File: config.mk
export PLATFORM = sky130hd
export DESIGN_NAME = scc_top
export DESIGN_NICKNAME = d
export VERILOG_FILES = /design/src/hw/scc_sync.v /design/src/hw/scc_delay.v /design/src/hw/scc_top.v
export VERILOG_INCLUDE_DIRS = /design/src /design/src/hw
export SDC_FILE = /design/constraint.sdc
export NUM_CORES = 1
export LEC_CHECK = 0
export CAP_MARGIN = 20
export CORE_MARGIN = 3
export CORE_UTILIZATION = 39
export DETAILED_ROUTE_END_ITERATION = 16
export DONT_BUFFER_PORTS = 1
export REMOVE_ABC_BUFFERS = 1
export SYNTH_ARGS = -nofsm -noshare
export SYNTH_HDL_FRONTEND = slang
export SYNTH_HIERARCHICAL = 1
export SYNTH_SLANG_ARGS = --single-unit
File: constraint.sdc
create_clock -name i_sys_clk -period 3.4 [get_ports i_sys_clk]
set_input_delay 0.34 -clock i_sys_clk [delete_from_list [all_inputs] [get_ports i_sys_clk]]
set_output_delay 0.34 -clock i_sys_clk [all_outputs]
set_load 0.1 [all_outputs]
File: src/hw/scc_defs.vh
// Constants for the sleep and clock control block
`ifndef SCC_DEFS_VH
`define SCC_DEFS_VH
// Register offsets
`define SCC_ADDR_CORE_CTRL 4'h0
`define SCC_ADDR_OSC_TRIM 4'h1
`define SCC_ADDR_CLK_CFG 4'h2
`define SCC_ADDR_ASYNC_CFG 4'h3
`define SCC_ADDR_STATUS 4'h4
// Core control register fields
`define SCC_SE_BIT 7
`define SCC_SM_HI 6
`define SCC_SM_LO 4
`define SCC_CORE_CTRL_RST 8'h00
// Sleep mode codes
`define SCC_SM_IDLE 3'h0
`define SCC_SM_NOISE 3'h1
`define SCC_SM_PDOWN 3'h2
`define SCC_SM_PSAVE 3'h3
`define SCC_SM_STBY 3'h6
// Clock selection
`define SCC_CLOCK_SOURCE_SELECT_EXT 4'h0
`define SCC_SUT_NONE 2'h0
`define SCC_SUT_SHORT 2'h1
`define SCC_SUT_LONG 2'h2
// Timing
`define SCC_CLK_MHZ 125
`define SCC_WAKE_CK 6
`define SCC_WAKE_STALL 4
`define SCC_SHORT_US 4100
`define SCC_LONG_US 65000
// Reset-time trim source: signature row address
`define SCC_SIG_TRIM_ADDR 8'h00
`endif

File: src/hw/scc_sync.v
// Two-flop synchroniser for asynchronous inputs
`timescale 1ns/10ps
module scc_sync #(
  parameter W = 1
) (
  input wire i_sys_clk,
  input wire i_resetn,
  input wire i_ce,
  input wire [W-1:0] i_async,
  output wire [W-1:0] o_sync
);
  reg [W-1:0] meta_q;
  reg [W-1:0] sync_q;
  always @(posedge i_sys_clk or negedge i_resetn)
  begin
    if (!i_resetn)
    begin
      meta_q <= {W{1'b0}};
      sync_q <= {W{1'b0}};
    end
    else if (i_ce)
    begin
      meta_q <= i_async;
      sync_q <= meta_q;
    end
  end
  assign o_sync = sync_q;
endmodule // scc_sync

File: src/hw/scc_delay.v
// Start-up delay counter: loads a count and flags when it has run out
`timescale 1ns/10ps
module scc_delay #(
  parameter W = 24
) (
  input wire i_sys_clk,
  input wire i_resetn,
  input wire i_ce,
  input wire i_load,
  input wire [W-1:0] i_count,
  output wire o_busy,
  output wire o_done
);
  reg [W-1:0] cnt_q;
  reg busy_q;
  reg done_q;
  always @(posedge i_sys_clk or negedge i_resetn)
  begin
    if (!i_resetn)
    begin
      cnt_q <= {W{1'b0}};
      busy_q <= 1'b0;
      done_q <= 1'b0;
    end
    else if (i_ce)
    begin
      done_q <= 1'b0;
      if (i_load)
      begin
        cnt_q <= i_count;
        busy_q <= 1'b1;
      end
      else if (busy_q)
      begin
        if (cnt_q <= {{(W-1){1'b0}}, 1'b1})
        begin
          busy_q <= 1'b0;
          done_q <= 1'b1;
        end
        else
          cnt_q <= cnt_q - {{(W-1){1'b0}}, 1'b1};
      end
    end
  end
  assign o_busy = busy_q;
  assign o_done = done_q;
endmodule // scc_delay

File: src/hw/scc_top.v
// Sleep mode sequencing and clock gating control
//------------------------------------------------------------
// Overview of operation
//------------------------------------------------------------
//
// The implementer's own choices: the plain strobed port and the register offsets.
`timescale 1ns/10ps
`include "scc_defs.vh"
module scc_top #(
  parameter SHORT_CYC = `SCC_SHORT_US * `SCC_CLK_MHZ,
  parameter LONG_CYC = `SCC_LONG_US * `SCC_CLK_MHZ,
  parameter [7:0] FACTORY_TRIM = 8'h80
) (
  input wire i_sys_clk,
  input wire i_resetn,
  input wire i_ce,
  // Register port
  input wire [3:0] i_addr,
  input wire [7:0] i_wdata,
  input wire i_wr,
  input wire i_rd,
  output reg [7:0] o_rdata,
  // Core
  input wire i_sleep_instr,
  input wire i_irq_global_en,
  // Fuse-like configuration
  input wire [3:0] i_clock_source_select,
  input wire [1:0] i_startup_time_select,
  input wire i_ext_crystal,
  input wire i_adc_enabled,
  // Wake sources (same clock domain, from peripherals)
  input wire i_periph_irq,
  input wire i_adc_done_irq,
  input wire i_twi_match_irq,
  input wire i_mem_ready_irq,
  input wire i_async_tmr_irq,
  input wire i_wdt_reset,
  input wire i_bod_reset,
  // Pins: external interrupts and external reset
  input wire i_ext_irq_zero,
  input wire i_ext_irq_one,
  input wire i_ext_irq_level_mode,
  input wire i_ext_resetn_pin,
  // Clock enables and control/status outputs
  output reg o_cpu_clk_en,
  output reg o_flash_clk_en,
  output reg o_io_clk_en,
  output reg o_adc_clk_en,
  output reg o_osc_en,
  output reg o_async_timer_clk_en,
  output reg o_ext_clk_mode,
  output reg o_adc_start,
  output reg o_irq_take,
  output reg o_core_reset,
  output reg o_sleeping,
  output reg [7:0] o_trim_value
);
  // Counts arrive as 32-bit integers; 24 bits hold the longest time-out at this clock
  localparam [31:0] SHORT_W = SHORT_CYC;
  localparam [31:0] LONG_W = LONG_CYC;
  localparam [31:0] WAKE6_W = `SCC_WAKE_CK;
  localparam [31:0] STALL_W = `SCC_WAKE_STALL;
  localparam [23:0] SHORT_C = SHORT_W[23:0];
  localparam [23:0] LONG_C = LONG_W[23:0];
  localparam [23:0] WAKE6_C = WAKE6_W[23:0];
  localparam [23:0] STALL_C = STALL_W[23:0];

  localparam [2:0] ST_RUN = 3'h0;
  localparam [2:0] ST_SLEEP = 3'h1;
  localparam [2:0] ST_START = 3'h2;
  localparam [2:0] ST_STALL = 3'h3;
  localparam [2:0] ST_RSTWAIT = 3'h4;

  //------------------------------------------------------------
  // Helpers
  //------------------------------------------------------------
  // Reset time-out for a start-up code; code 11 is reserved and treated as longest
  function [23:0] reset_delay;
    input [1:0] startup_time_select;
    begin
      case (startup_time_select)
        `SCC_SUT_NONE: reset_delay = 24'h000001;
        `SCC_SUT_SHORT: reset_delay = SHORT_C;
        `SCC_SUT_LONG: reset_delay = LONG_C;
        default: reset_delay = LONG_C;
      endcase
    end
  endfunction

  function mode_valid;
    input [2:0] m;
    begin
      mode_valid = (m == `SCC_SM_IDLE) || (m == `SCC_SM_NOISE) || (m == `SCC_SM_PDOWN) ||
                   (m == `SCC_SM_PSAVE) || (m == `SCC_SM_STBY);
    end
  endfunction

  //------------------------------------------------------------
  // Pin synchronisers
  //------------------------------------------------------------
  wire [2:0] pin_s;
  scc_sync #(.W(3)) u_sync (
    .i_sys_clk(i_sys_clk),
    .i_resetn(i_resetn),
    .i_ce(i_ce),
    .i_async({~i_ext_resetn_pin, i_ext_irq_one, i_ext_irq_zero}),
    .o_sync(pin_s)
  );
  wire ext_irq_any = pin_s[0] | pin_s[1];
  wire ext_level = ext_irq_any & i_ext_irq_level_mode;
  wire ext_rst = pin_s[2];

  //------------------------------------------------------------
  // Registers
  //------------------------------------------------------------
  reg [7:0] core_ctrl_q;
  reg [7:0] trim_q;
  reg [1:0] async_cfg_q;
  reg trim_loaded_q;
  reg [2:0] state_q;
  reg [2:0] state_d;
  reg [2:0] mode_q;
  reg [2:0] mode_d;
  reg irq_pend_q;
  reg irq_pend_d;
  reg dly_load;
  reg [23:0] dly_count;
  wire dly_busy;
  wire dly_done;

  wire sleep_en = core_ctrl_q[`SCC_SE_BIT];
  wire [2:0] mode_sel = core_ctrl_q[`SCC_SM_HI:`SCC_SM_LO];
  wire async_clk_sel = async_cfg_q[0];
  wire async_tmr_ie = async_cfg_q[1];
  wire any_reset = ext_rst | i_wdt_reset | i_bod_reset;

  // Register writes; trim is loaded once after reset release
  always @(posedge i_sys_clk or negedge i_resetn)
  begin
    if (!i_resetn)
    begin
      core_ctrl_q <= `SCC_CORE_CTRL_RST;
      trim_q <= 8'h00;
      async_cfg_q <= 2'h0;
      trim_loaded_q <= 1'b0;
    end
    else if (i_ce)
    begin
      // A trim write in the first cycle after reset loses to the factory load
      if (!trim_loaded_q)
      begin
        trim_q <= FACTORY_TRIM;
        trim_loaded_q <= 1'b1;
      end
      else if (i_wr && i_addr == `SCC_ADDR_OSC_TRIM)
        trim_q <= i_wdata;
      if (i_wr && i_addr == `SCC_ADDR_CORE_CTRL)
        core_ctrl_q <= i_wdata;
      if (i_wr && i_addr == `SCC_ADDR_ASYNC_CFG)
        async_cfg_q <= i_wdata[1:0];
    end
  end

  // Read data one cycle after the strobe, zero otherwise
  always @(posedge i_sys_clk or negedge i_resetn)
  begin
    if (!i_resetn)
      o_rdata <= 8'h00;
    else if (i_ce)
    begin
      o_rdata <= 8'h00;
      if (i_rd)
      begin
        case (i_addr)
          `SCC_ADDR_CORE_CTRL: o_rdata <= core_ctrl_q;
          `SCC_ADDR_OSC_TRIM: o_rdata <= trim_q;
          `SCC_ADDR_CLK_CFG: o_rdata <= {2'h0, i_startup_time_select, i_clock_source_select};
          `SCC_ADDR_ASYNC_CFG: o_rdata <= {6'h00, async_cfg_q};
          `SCC_ADDR_STATUS: o_rdata <= {3'h0, mode_q, irq_pend_q, state_q != ST_RUN};
          default: o_rdata <= 8'h00;
        endcase
      end
    end
  end

  //------------------------------------------------------------
  // Wake qualification per mode
  //------------------------------------------------------------
  reg wake_irq;
  always @*
  begin
    case (mode_q)
      `SCC_SM_IDLE: wake_irq = ext_irq_any | i_periph_irq | i_adc_done_irq |
                               i_twi_match_irq | i_mem_ready_irq | i_async_tmr_irq;
      `SCC_SM_NOISE: wake_irq = i_adc_done_irq | i_twi_match_irq | i_async_tmr_irq |
                                i_mem_ready_irq | ext_level;
      `SCC_SM_PSAVE: wake_irq = i_twi_match_irq | ext_level |
                                (async_clk_sel & async_tmr_ie & i_irq_global_en &
                                 i_async_tmr_irq);
      default: wake_irq = i_twi_match_irq | ext_level;
    endcase
  end

  //------------------------------------------------------------
  // Sleep sequencer
  //------------------------------------------------------------
  always @*
  begin
    state_d = state_q;
    mode_d = mode_q;
    irq_pend_d = irq_pend_q;
    dly_load = 1'b0;
    dly_count = WAKE6_C;
    case (state_q)
      ST_RUN:
      begin
        irq_pend_d = 1'b0;
        if (i_sleep_instr && sleep_en && mode_valid(mode_sel) &&
            !(mode_sel == `SCC_SM_STBY && !i_ext_crystal))
        begin
          state_d = ST_SLEEP;
          mode_d = mode_sel;
        end
      end
      ST_SLEEP:
      begin
        if (wake_irq)
        begin
          irq_pend_d = 1'b1;
          dly_load = 1'b1;
          state_d = ST_START;
          if (mode_q == `SCC_SM_PDOWN || mode_q == `SCC_SM_PSAVE)
            dly_count = reset_delay(i_startup_time_select);
          else
            dly_count = WAKE6_C;
        end
      end
      ST_START:
        if (dly_done)
        begin
          dly_load = 1'b1;
          dly_count = STALL_C;
          state_d = ST_STALL;
        end
      ST_STALL:
        if (dly_done)
          state_d = ST_RUN;
      ST_RSTWAIT:
        if (dly_done)
          state_d = ST_RUN;
      default: state_d = ST_RUN;
    endcase
    if (any_reset)
    begin
      state_d = ST_RSTWAIT;
      irq_pend_d = 1'b0;
      dly_load = 1'b1;
      dly_count = reset_delay(i_startup_time_select);
    end
  end

  //------------------------------------------------------------
  // Start-up delay counter
  //------------------------------------------------------------
  scc_delay #(.W(24)) u_delay (
    .i_sys_clk(i_sys_clk),
    .i_resetn(i_resetn),
    .i_ce(i_ce),
    .i_load(dly_load),
    .i_count(dly_count),
    .o_busy(dly_busy),
    .o_done(dly_done)
  );

  //------------------------------------------------------------
  // Clock enables and output registers
  //------------------------------------------------------------
  wire run_next = (state_d == ST_RUN);
  wire asleep_next = (state_d == ST_SLEEP) || (state_d == ST_START);
  // Oscillator restarts when the start-up delay begins, so it can settle during the count
  wire deep_next = (state_d == ST_SLEEP) && (mode_d == `SCC_SM_PDOWN ||
                                            mode_d == `SCC_SM_PSAVE || mode_d == `SCC_SM_STBY);

  always @(posedge i_sys_clk or negedge i_resetn)
  begin
    if (!i_resetn)
    begin
      state_q <= ST_RUN;
      mode_q <= `SCC_SM_IDLE;
      irq_pend_q <= 1'b0;
      o_cpu_clk_en <= 1'b0;
      o_flash_clk_en <= 1'b0;
      o_io_clk_en <= 1'b1;
      o_adc_clk_en <= 1'b1;
      o_osc_en <= 1'b1;
      o_async_timer_clk_en <= 1'b1;
      o_ext_clk_mode <= 1'b0;
      o_adc_start <= 1'b0;
      o_irq_take <= 1'b0;
      o_core_reset <= 1'b1;
      o_sleeping <= 1'b0;
      o_trim_value <= 8'h00;
    end
    else if (i_ce)
    begin
      state_q <= state_d;
      mode_q <= mode_d;
      irq_pend_q <= irq_pend_d;
      // Processor and program clocks only run once all delays are over
      o_cpu_clk_en <= run_next && !dly_busy;
      o_flash_clk_en <= run_next && !dly_busy;
      o_io_clk_en <= !(asleep_next && mode_d != `SCC_SM_IDLE);
      o_adc_clk_en <= !deep_next;
      o_osc_en <= !(deep_next && mode_d != `SCC_SM_STBY);
      o_async_timer_clk_en <= !deep_next || (mode_d == `SCC_SM_PSAVE && async_clk_sel);
      o_ext_clk_mode <= (i_clock_source_select == `SCC_CLOCK_SOURCE_SELECT_EXT);
      o_adc_start <= (state_q == ST_RUN) && (state_d == ST_SLEEP) && i_adc_enabled &&
                     (mode_d == `SCC_SM_IDLE || mode_d == `SCC_SM_NOISE);
      o_irq_take <= (state_q == ST_STALL) && (state_d == ST_RUN) && irq_pend_q;
      o_core_reset <= (state_d == ST_RSTWAIT);
      o_sleeping <= (state_d == ST_SLEEP);
      o_trim_value <= trim_q;
    end
  end
endmodule // scc_top

* After elaboration in Yosys (flattened, before gate mapping) *
Index checks and enable logic that the tools add are counted.

word-level totals
  bits in registers = 84
  bits in latches = 0
  memory bits (writable) = 0
  bits in read-only memories = 0
  input bits = 38
  output and inout port bits = 27
  word-level logic and storage cells = 158
  memories kept = 0

operators by class
  add/sub/neg operators = 1
  $mul = 0
  div/mod/pow operators = 0
  order comparisons = 1
  eq/ne operators = 27
  shift operators = 0
  muxes and demuxes = 35
  bitwise logic cells = 19
  reductions and logical operators = 51

operators by type and width
  cell                                                                               count
  24-bit 2-to-1 mux                                                                  6
  24-bit case mux with 2 select lines                                                1
  23-bit case mux with 2 select lines                                                1
  8-bit case mux with 5 select lines                                                 1
  3-bit by 2-bit == test with 1-bit output, second input constant                    9
  24-bit by 1-bit less-or-equal comparator with 1-bit output, second input constant  1
  8-bit 2-to-1 mux                                                                   3
  24-bit by 1-bit subtractor with 24-bit output, second input constant               1
  3-bit 2-to-1 mux                                                                   7
  1-bit logical AND                                                                  17
  3-bit by 1-bit == test with 1-bit output, second input constant                    5
  3-bit zero test                                                                    5
  1-bit OR                                                                           14
  3-bit == test, second input constant                                               4
  3-bit case mux with 4 select lines                                                 1
  1-bit 2-to-1 mux                                                                   11
  1-bit logical OR                                                                   10
  3-bit nonzero test                                                                 3
  4-bit by 2-bit == test with 1-bit output, second input constant                    2
  4-bit zero test                                                                    2
  1-bit zero test                                                                    6
  3-bit inequality test, second input constant                                       2
  2-bit AND reduction                                                                3
  3-bit AND reduction                                                                2
  other kinds (13)                                                                   17

* Longest topological paths before layout *
  depth in word-level cells = 15
  depth in mapped cells = 11
  mapped depth without buffers = 10

* Cells and area by module *
Netlist, hierarchy kept.

modules (own cells, without submodules)
  module     times used  cells an instance  area an instance (um^2)  seq. area each (um^2)
  scc_top    1           260                2723.9                   1307.5
  scc_delay  1           192                1740.4                   650.6
  scc_sync   1           13                 251.5                    150.1

* Least setup slack after synthesis *
OpenSTA, ideal clock, no wires.

  kind = flip-flop to flip-flop
  from = reg u_sync.sync_q[1], in the netlist u_sync/o_sync[1]
  to = reg u_delay.cnt_q[4]
  setup time = 0.126 ns
  data arrival time = 2.384 ns
  required time = 3.274 ns
  slack = 0.889 ns
  stages on the path, launching flop included = 12
  buffers on the path = 1
  period minus slack after synthesis = 2.511 ns
  cells stage by stage = dfrtp_1 > or3_1 > a2bb2oi_1 > o21a_1 > nor2_1 > a211o_1 > clkbuf_1 > inv_1 > nand3_1 > a21oi_2 > and4_2 > nor3_1

between the ends
  longest elaborated chain between the ends = 12
  elaborated cells between the ends (all ways) = 21
  classes of those cells = 1 x eq/ne; 8 x mux; 10 x bitwise; 2 x reduce/logical

ends and longest elaborated chain
  element                                                                RTL line        source
  start, declared                                                        scc_sync.v:13   reg [W-1:0] sync_q;
  start signal, assigned                                                 scc_sync.v:19   sync_q <= {W{1'b0}};
  start signal, assigned                                                 scc_sync.v:24   sync_q <= meta_q;
  1-bit OR (*)                                                           scc_top.v:109   wire ext_irq_any = pin_s[0] | pin_s[1];
  1-bit OR (3 in series)                                                 scc_top.v:193   `SCC_SM_IDLE: wake_irq = ext_irq_any | i_periph_irq | i_adc_done_irq |
  1-bit OR (2 in series)                                                 scc_top.v:194   i_twi_match_irq | i_mem_ready_irq | i_async_tmr_irq;
  1-bit case mux with 3 select lines (*)                                 scc_top.v:192   case (mode_q)
  1-bit 2-to-1 mux (*)                                                   scc_top.v:227   if (wake_irq)
  1-bit case mux with 2 select lines (*)                                 scc_top.v:214   case (state_q)
  1-bit 2-to-1 mux (*)                                                   scc_top.v:253   if (any_reset)
  named net dly_load                                                     scc_top.v:126   reg dly_load;
  2-bit inequality test (no line) or 2-bit nonzero test (tied branches)  --
  3-bit AND reduction (no line)                                          --
  end signal, assigned                                                   scc_delay.v:21  cnt_q <= {W{1'b0}};
  end signal, assigned                                                   scc_delay.v:30  cnt_q <= i_count;
  end signal, assigned                                                   scc_delay.v:41  cnt_q <= cnt_q - {{(W-1){1'b0}}, 1'b1};
  end, declared                                                          scc_delay.v:14  reg [W-1:0] cnt_q;

Mark *: on every way through the listed nets, which the timed path passes. The rest lies on a longest branch.
A chain may end at the register's enable or synchronous reset.

* Worst setup path in the final report *
  from = reg u_sync.sync_q[1], in the netlist u_sync/o_sync[1]
  to = reg u_delay.cnt_q[20]

The elaborated chain is that of the path after synthesis.

==> impl_metrics.yaml <==
sta:
  fin_skew_ns: 0.00778
  setup_viol_count_final: 0
  layout_min_cycle_time_ns: 2.78
  clock.fmax_mhz: 359
  period_share: 0.818
  slew_viol_final: 0
  fin_tns_setup_ns: 0
  timing.final.ws_setup_ns: 0.618
  rsz0062_at_grt: "false"
  worst_slew_margin_rel: 0.359
  worst_pin_slew_ns: 0.961
  hold_viol_final: 0
worst_hold_path:
  holdPathStages: 1
  hp-class: "input pin to flop"
worst_setup_path:
  r2r_slack_ns: 0.62
  start_kind: "flop"
  startpoint: "u_sync/o_sync[1]$_DFFE_PN0P_"
  critPathTopFamily: "compound AO/OA/AOI/OAI gates"
  crit_top_cell: "a311oi_1"
  path_class: "flop to flop"
  cp.arrival_ns: 3.00
  critPathCaptureType: "flop"
  crit_required_ns: 3.62
  cp.depth: 8
  critical_path_peak_fanout: 20
  crit_path_end: "u_delay/cnt_q[20]$_DFFE_PN0P_"
  crit_slowest_cell: "and2_1"
  r2r_start: "u_sync/o_sync[1]$_DFFE_PN0P_"
  crit_buf_inv: 0
  reg2regPathDepth: 8
  max_stage_delay_ns: 0.42
  path_cells: "or3_1, a2bb2oi_1, o21a_1, nor2_1, a211o_1, and2_1, a311oi_1, a311oi_1"
  r2r-end: "u_delay/cnt_q[20]$_DFFE_PN0P_"
place:
  gp_congestion: 0.914
  pre_cts_slack_ns: 0.657
  port_buffers: 0
  hpwl_mm: 8.37
  dp_cells: 591
synth:
  ys_types: 77
  synthTopCellsByCount: "79 x dfrtp_1, 49 x nor2_1"
  postSynth.asyncResetShare: 1.00
  synth_enable_flop_cells: 0
  yosys.area.top_type_share: 0.419
  synthMostInstantiatedCell: "dfrtp_1"
  syn_area_mm2: 0.00472
  synth_seq_cells: 84
  synth_area_leaders: "dfrtp_1 42%, mux2_2 5.7%, nor2_1 3.9%, dfstp_2 2.8%, a21oi_1 2.5%"
  ys_warn_count: 6
  ys.flop_type: "dfrtp_1"
  ys_seq_area_frac: 0.447
  syn_avg_cell_area_um2: 10.1
  synth_top_cell_by_area: "dfrtp_1"
  synthCells: 465
global_routing:
  grt.total_usage: 0.186
  grt_pass1_vias: 3684
  antenna_found_initial: 0
  grt_overflow: 0
  grt_max_degree: 85
  grt_pass1_wl_mm: 19.6
detailed_routing:
  dr_wl_met3_um: 660
  totalWireLength_mm: 11.9
  highest-signal-layer: "met4"
  drt_iter0_drc: 262
  route.vias.total: 3755
  routedWlPerCell_um: 19.6
  route.detailed.drc: 0
  drt-met1-wl_mm: 5.22
  vias_per_cell: 6.17
  wl_met2_mm: 5.77
  ant_nets: 0
  dr.pass1.iters: 5
pwr:
  vdd_drop_max_v: 0.000209
  power_density_mw_per_mm2: 541
  seq_power_share: 0.510
  p_switching_uw: 899
  power_frac_clock: 0.349
  p_leak_nw: 2.06
  p_int_mw: 1.88
  p_comb_frac: 0.142
  p_total_mw: 2.78
  switching_share: 0.323
cts:
  cts_buffer_depth: 2
  htreeDepth: 3
  numCtsBuffers: 9
  cts_tree: "yes"
  clock_latency_ns: 0.35
  cts.sinks: 84
  cts_setup_buffers: 0
  clk_pin_slew_worst_paths_ns: 0.06
  root_buffer: "clkbuf_16"
cells_and_area:
  post-route-util: 0.442
  diodes: 0
  drive_above_1_share: 0.182
  post_layout_nonfiller_instances: 609
  area_growth_pct: 8.86
  fin_nets: 501
  final.fill_count: 1121
outcome:
  outcome: "finished, final reports clean"
die:
  die_area_mm2: 0.0134
  die_w_um: 116
  pin_count: 65
  rows: 39
  coreArea_mm2: 0.0116
  chipHeight_um: 116
  start_util: 0.406
flow_run:
  max_cap_viol_count: 0
## power groups by stage
stage / combinational [mW] / clock [mW] / sequential, mW
detailed placement: 0.369 / 0 / 1.43
floorplan: 0.301 / 0 / 1.39
finish: 0.393 / 0.969 / 1.42
global route: 0.444 / 1.05 / 1.44
CTS: 0.396 / 0.995 / 1.41
global placement: 0.358 / 0 / 1.43
## worst reg2reg max path, stage by stage, from the launching register on
cell and delay [ns]:
dfrtp_1 0.38, or3_1 0.38, a2bb2oi_1 0.27, o21a_1 0.26, nor2_1 0.09, a211o_1 0.37, and2_1 0.42, a311oi_1 0.40
a311oi_1 0.08
## registers in the layout, summed over array words and instances (netlist names), 2 cells and up
signal / cells
u_delay/cnt_q: 24
core_ctrl_q: 8
o_rdata: 8
o_trim_value: 8
trim_q: 8
mode_q: 3
state_q: 3
u_sync/meta_q: 3
u_sync/o_sync: 3
async_cfg_q: 2
## timing repair
item                      4_1_cts  5_1_grt
resized for setup               0        0
hold buffers                    2        0
hold endpoints to repair       84        0
## how the worst min path moves through the flow
stage | slack (ns) | startpoint | to
2_1_floorplan | 0.04 | i_resetn | async_cfg_q[0]$_DFFE_PN0P_
3_3_place_gp | 0.05 | i_resetn | trim_q[5]$_DFFE_PN0P_
3_5_place_dp | 0.05 | i_resetn | o_trim_value[5]$_DFFE_PN0P_
4_1_cts | 0.07 | i_ce | mode_q[2]$_DFFE_PN0P_
5_1_grt | 0.08 | i_ce | mode_q[1]$_DFFE_PN0P_
6_report | 0.1 | i_ce | mode_q[2]$_DFFE_PN0P_
## area by class of cell
| type | instances | area [um^2] | share of cell area |
|---|---|---|---|
| inverters | 10 | 37.5 | 0.00731 |
| well taps | 143 | 179 | 0.0349 |
| flip-flops and latches | 84 | 2110 | 0.411 |
| repair buffers | 7 | 75.1 | 0.0146 |
| multi-input cells | 349 | 2440 | 0.475 |
| clock buffers | 10 | 229 | 0.0446 |
| clock inverters | 6 | 65.1 | 0.0127 |
## per-layer routing
layer,vias to the layer above,global-route usage
met5,-,0
met4,0,0.0789
met3,19,0.0439
met2,112,0.303
met1,1853,0.236
li1,1771,-
## stage by stage
| step | instance area (um^2) | hold WS (ns) |
|---|---|---|
| 5_1_grt | 5130 | 0.0771 |
| 6_report | 5130 | 0.0963 |
| 4_1_cts | 5130 | 0.0727 |
| 2_1_floorplan | 4580 | 0.0444 |
| 3_5_place_dp | 4800 | 0.0464 |
| 3_3_place_gp | 4800 | 0.0464 |
## cells by family (layout without fill, tap and decap cells)
| group | count (synthesis) | in the layout | share of synthesized area |
|---|---|---|---|
| AOI/OAI and AO/OA | 130 | 130 | 0.208 |
| xor gates and xnor gates | 6 | 6 | 0.0111 |
| adders and majority gates | 2 | 2 | 0.00531 |
| buffers and inverters | 33 | 33 | 0.0366 |
| DFF | 84 | 84 | 0.447 |
| muxes | 35 | 35 | 0.0870 |
| other | 1 | 2 | 0.000795 |
| and+or+nand+nor | 174 | 174 | 0.204 |
## cell usage in the layout (no fill, tap or decap), types with 6 or more instances in the layout
cell type / instances
or2_2: 6
nand2_1: 24
a311oi_1: 7
mux2_2: 24
mux2_4: 6
a31oi_1: 7
a22oi_1: 7
a22o_1: 8
nor3_1: 24
nor4_1: 6
a211oi_1: 12
or3_1: 7
clkbuf_16: 9
nor2_1: 49
o2bb2ai_1: 10
nand3_1: 10
inv_1: 10
and3_1: 7
dfrtp_1: 78
o21ai_0: 9
nor2b_1: 6
a21oi_1: 24
(Power assumes the default switching activity.)
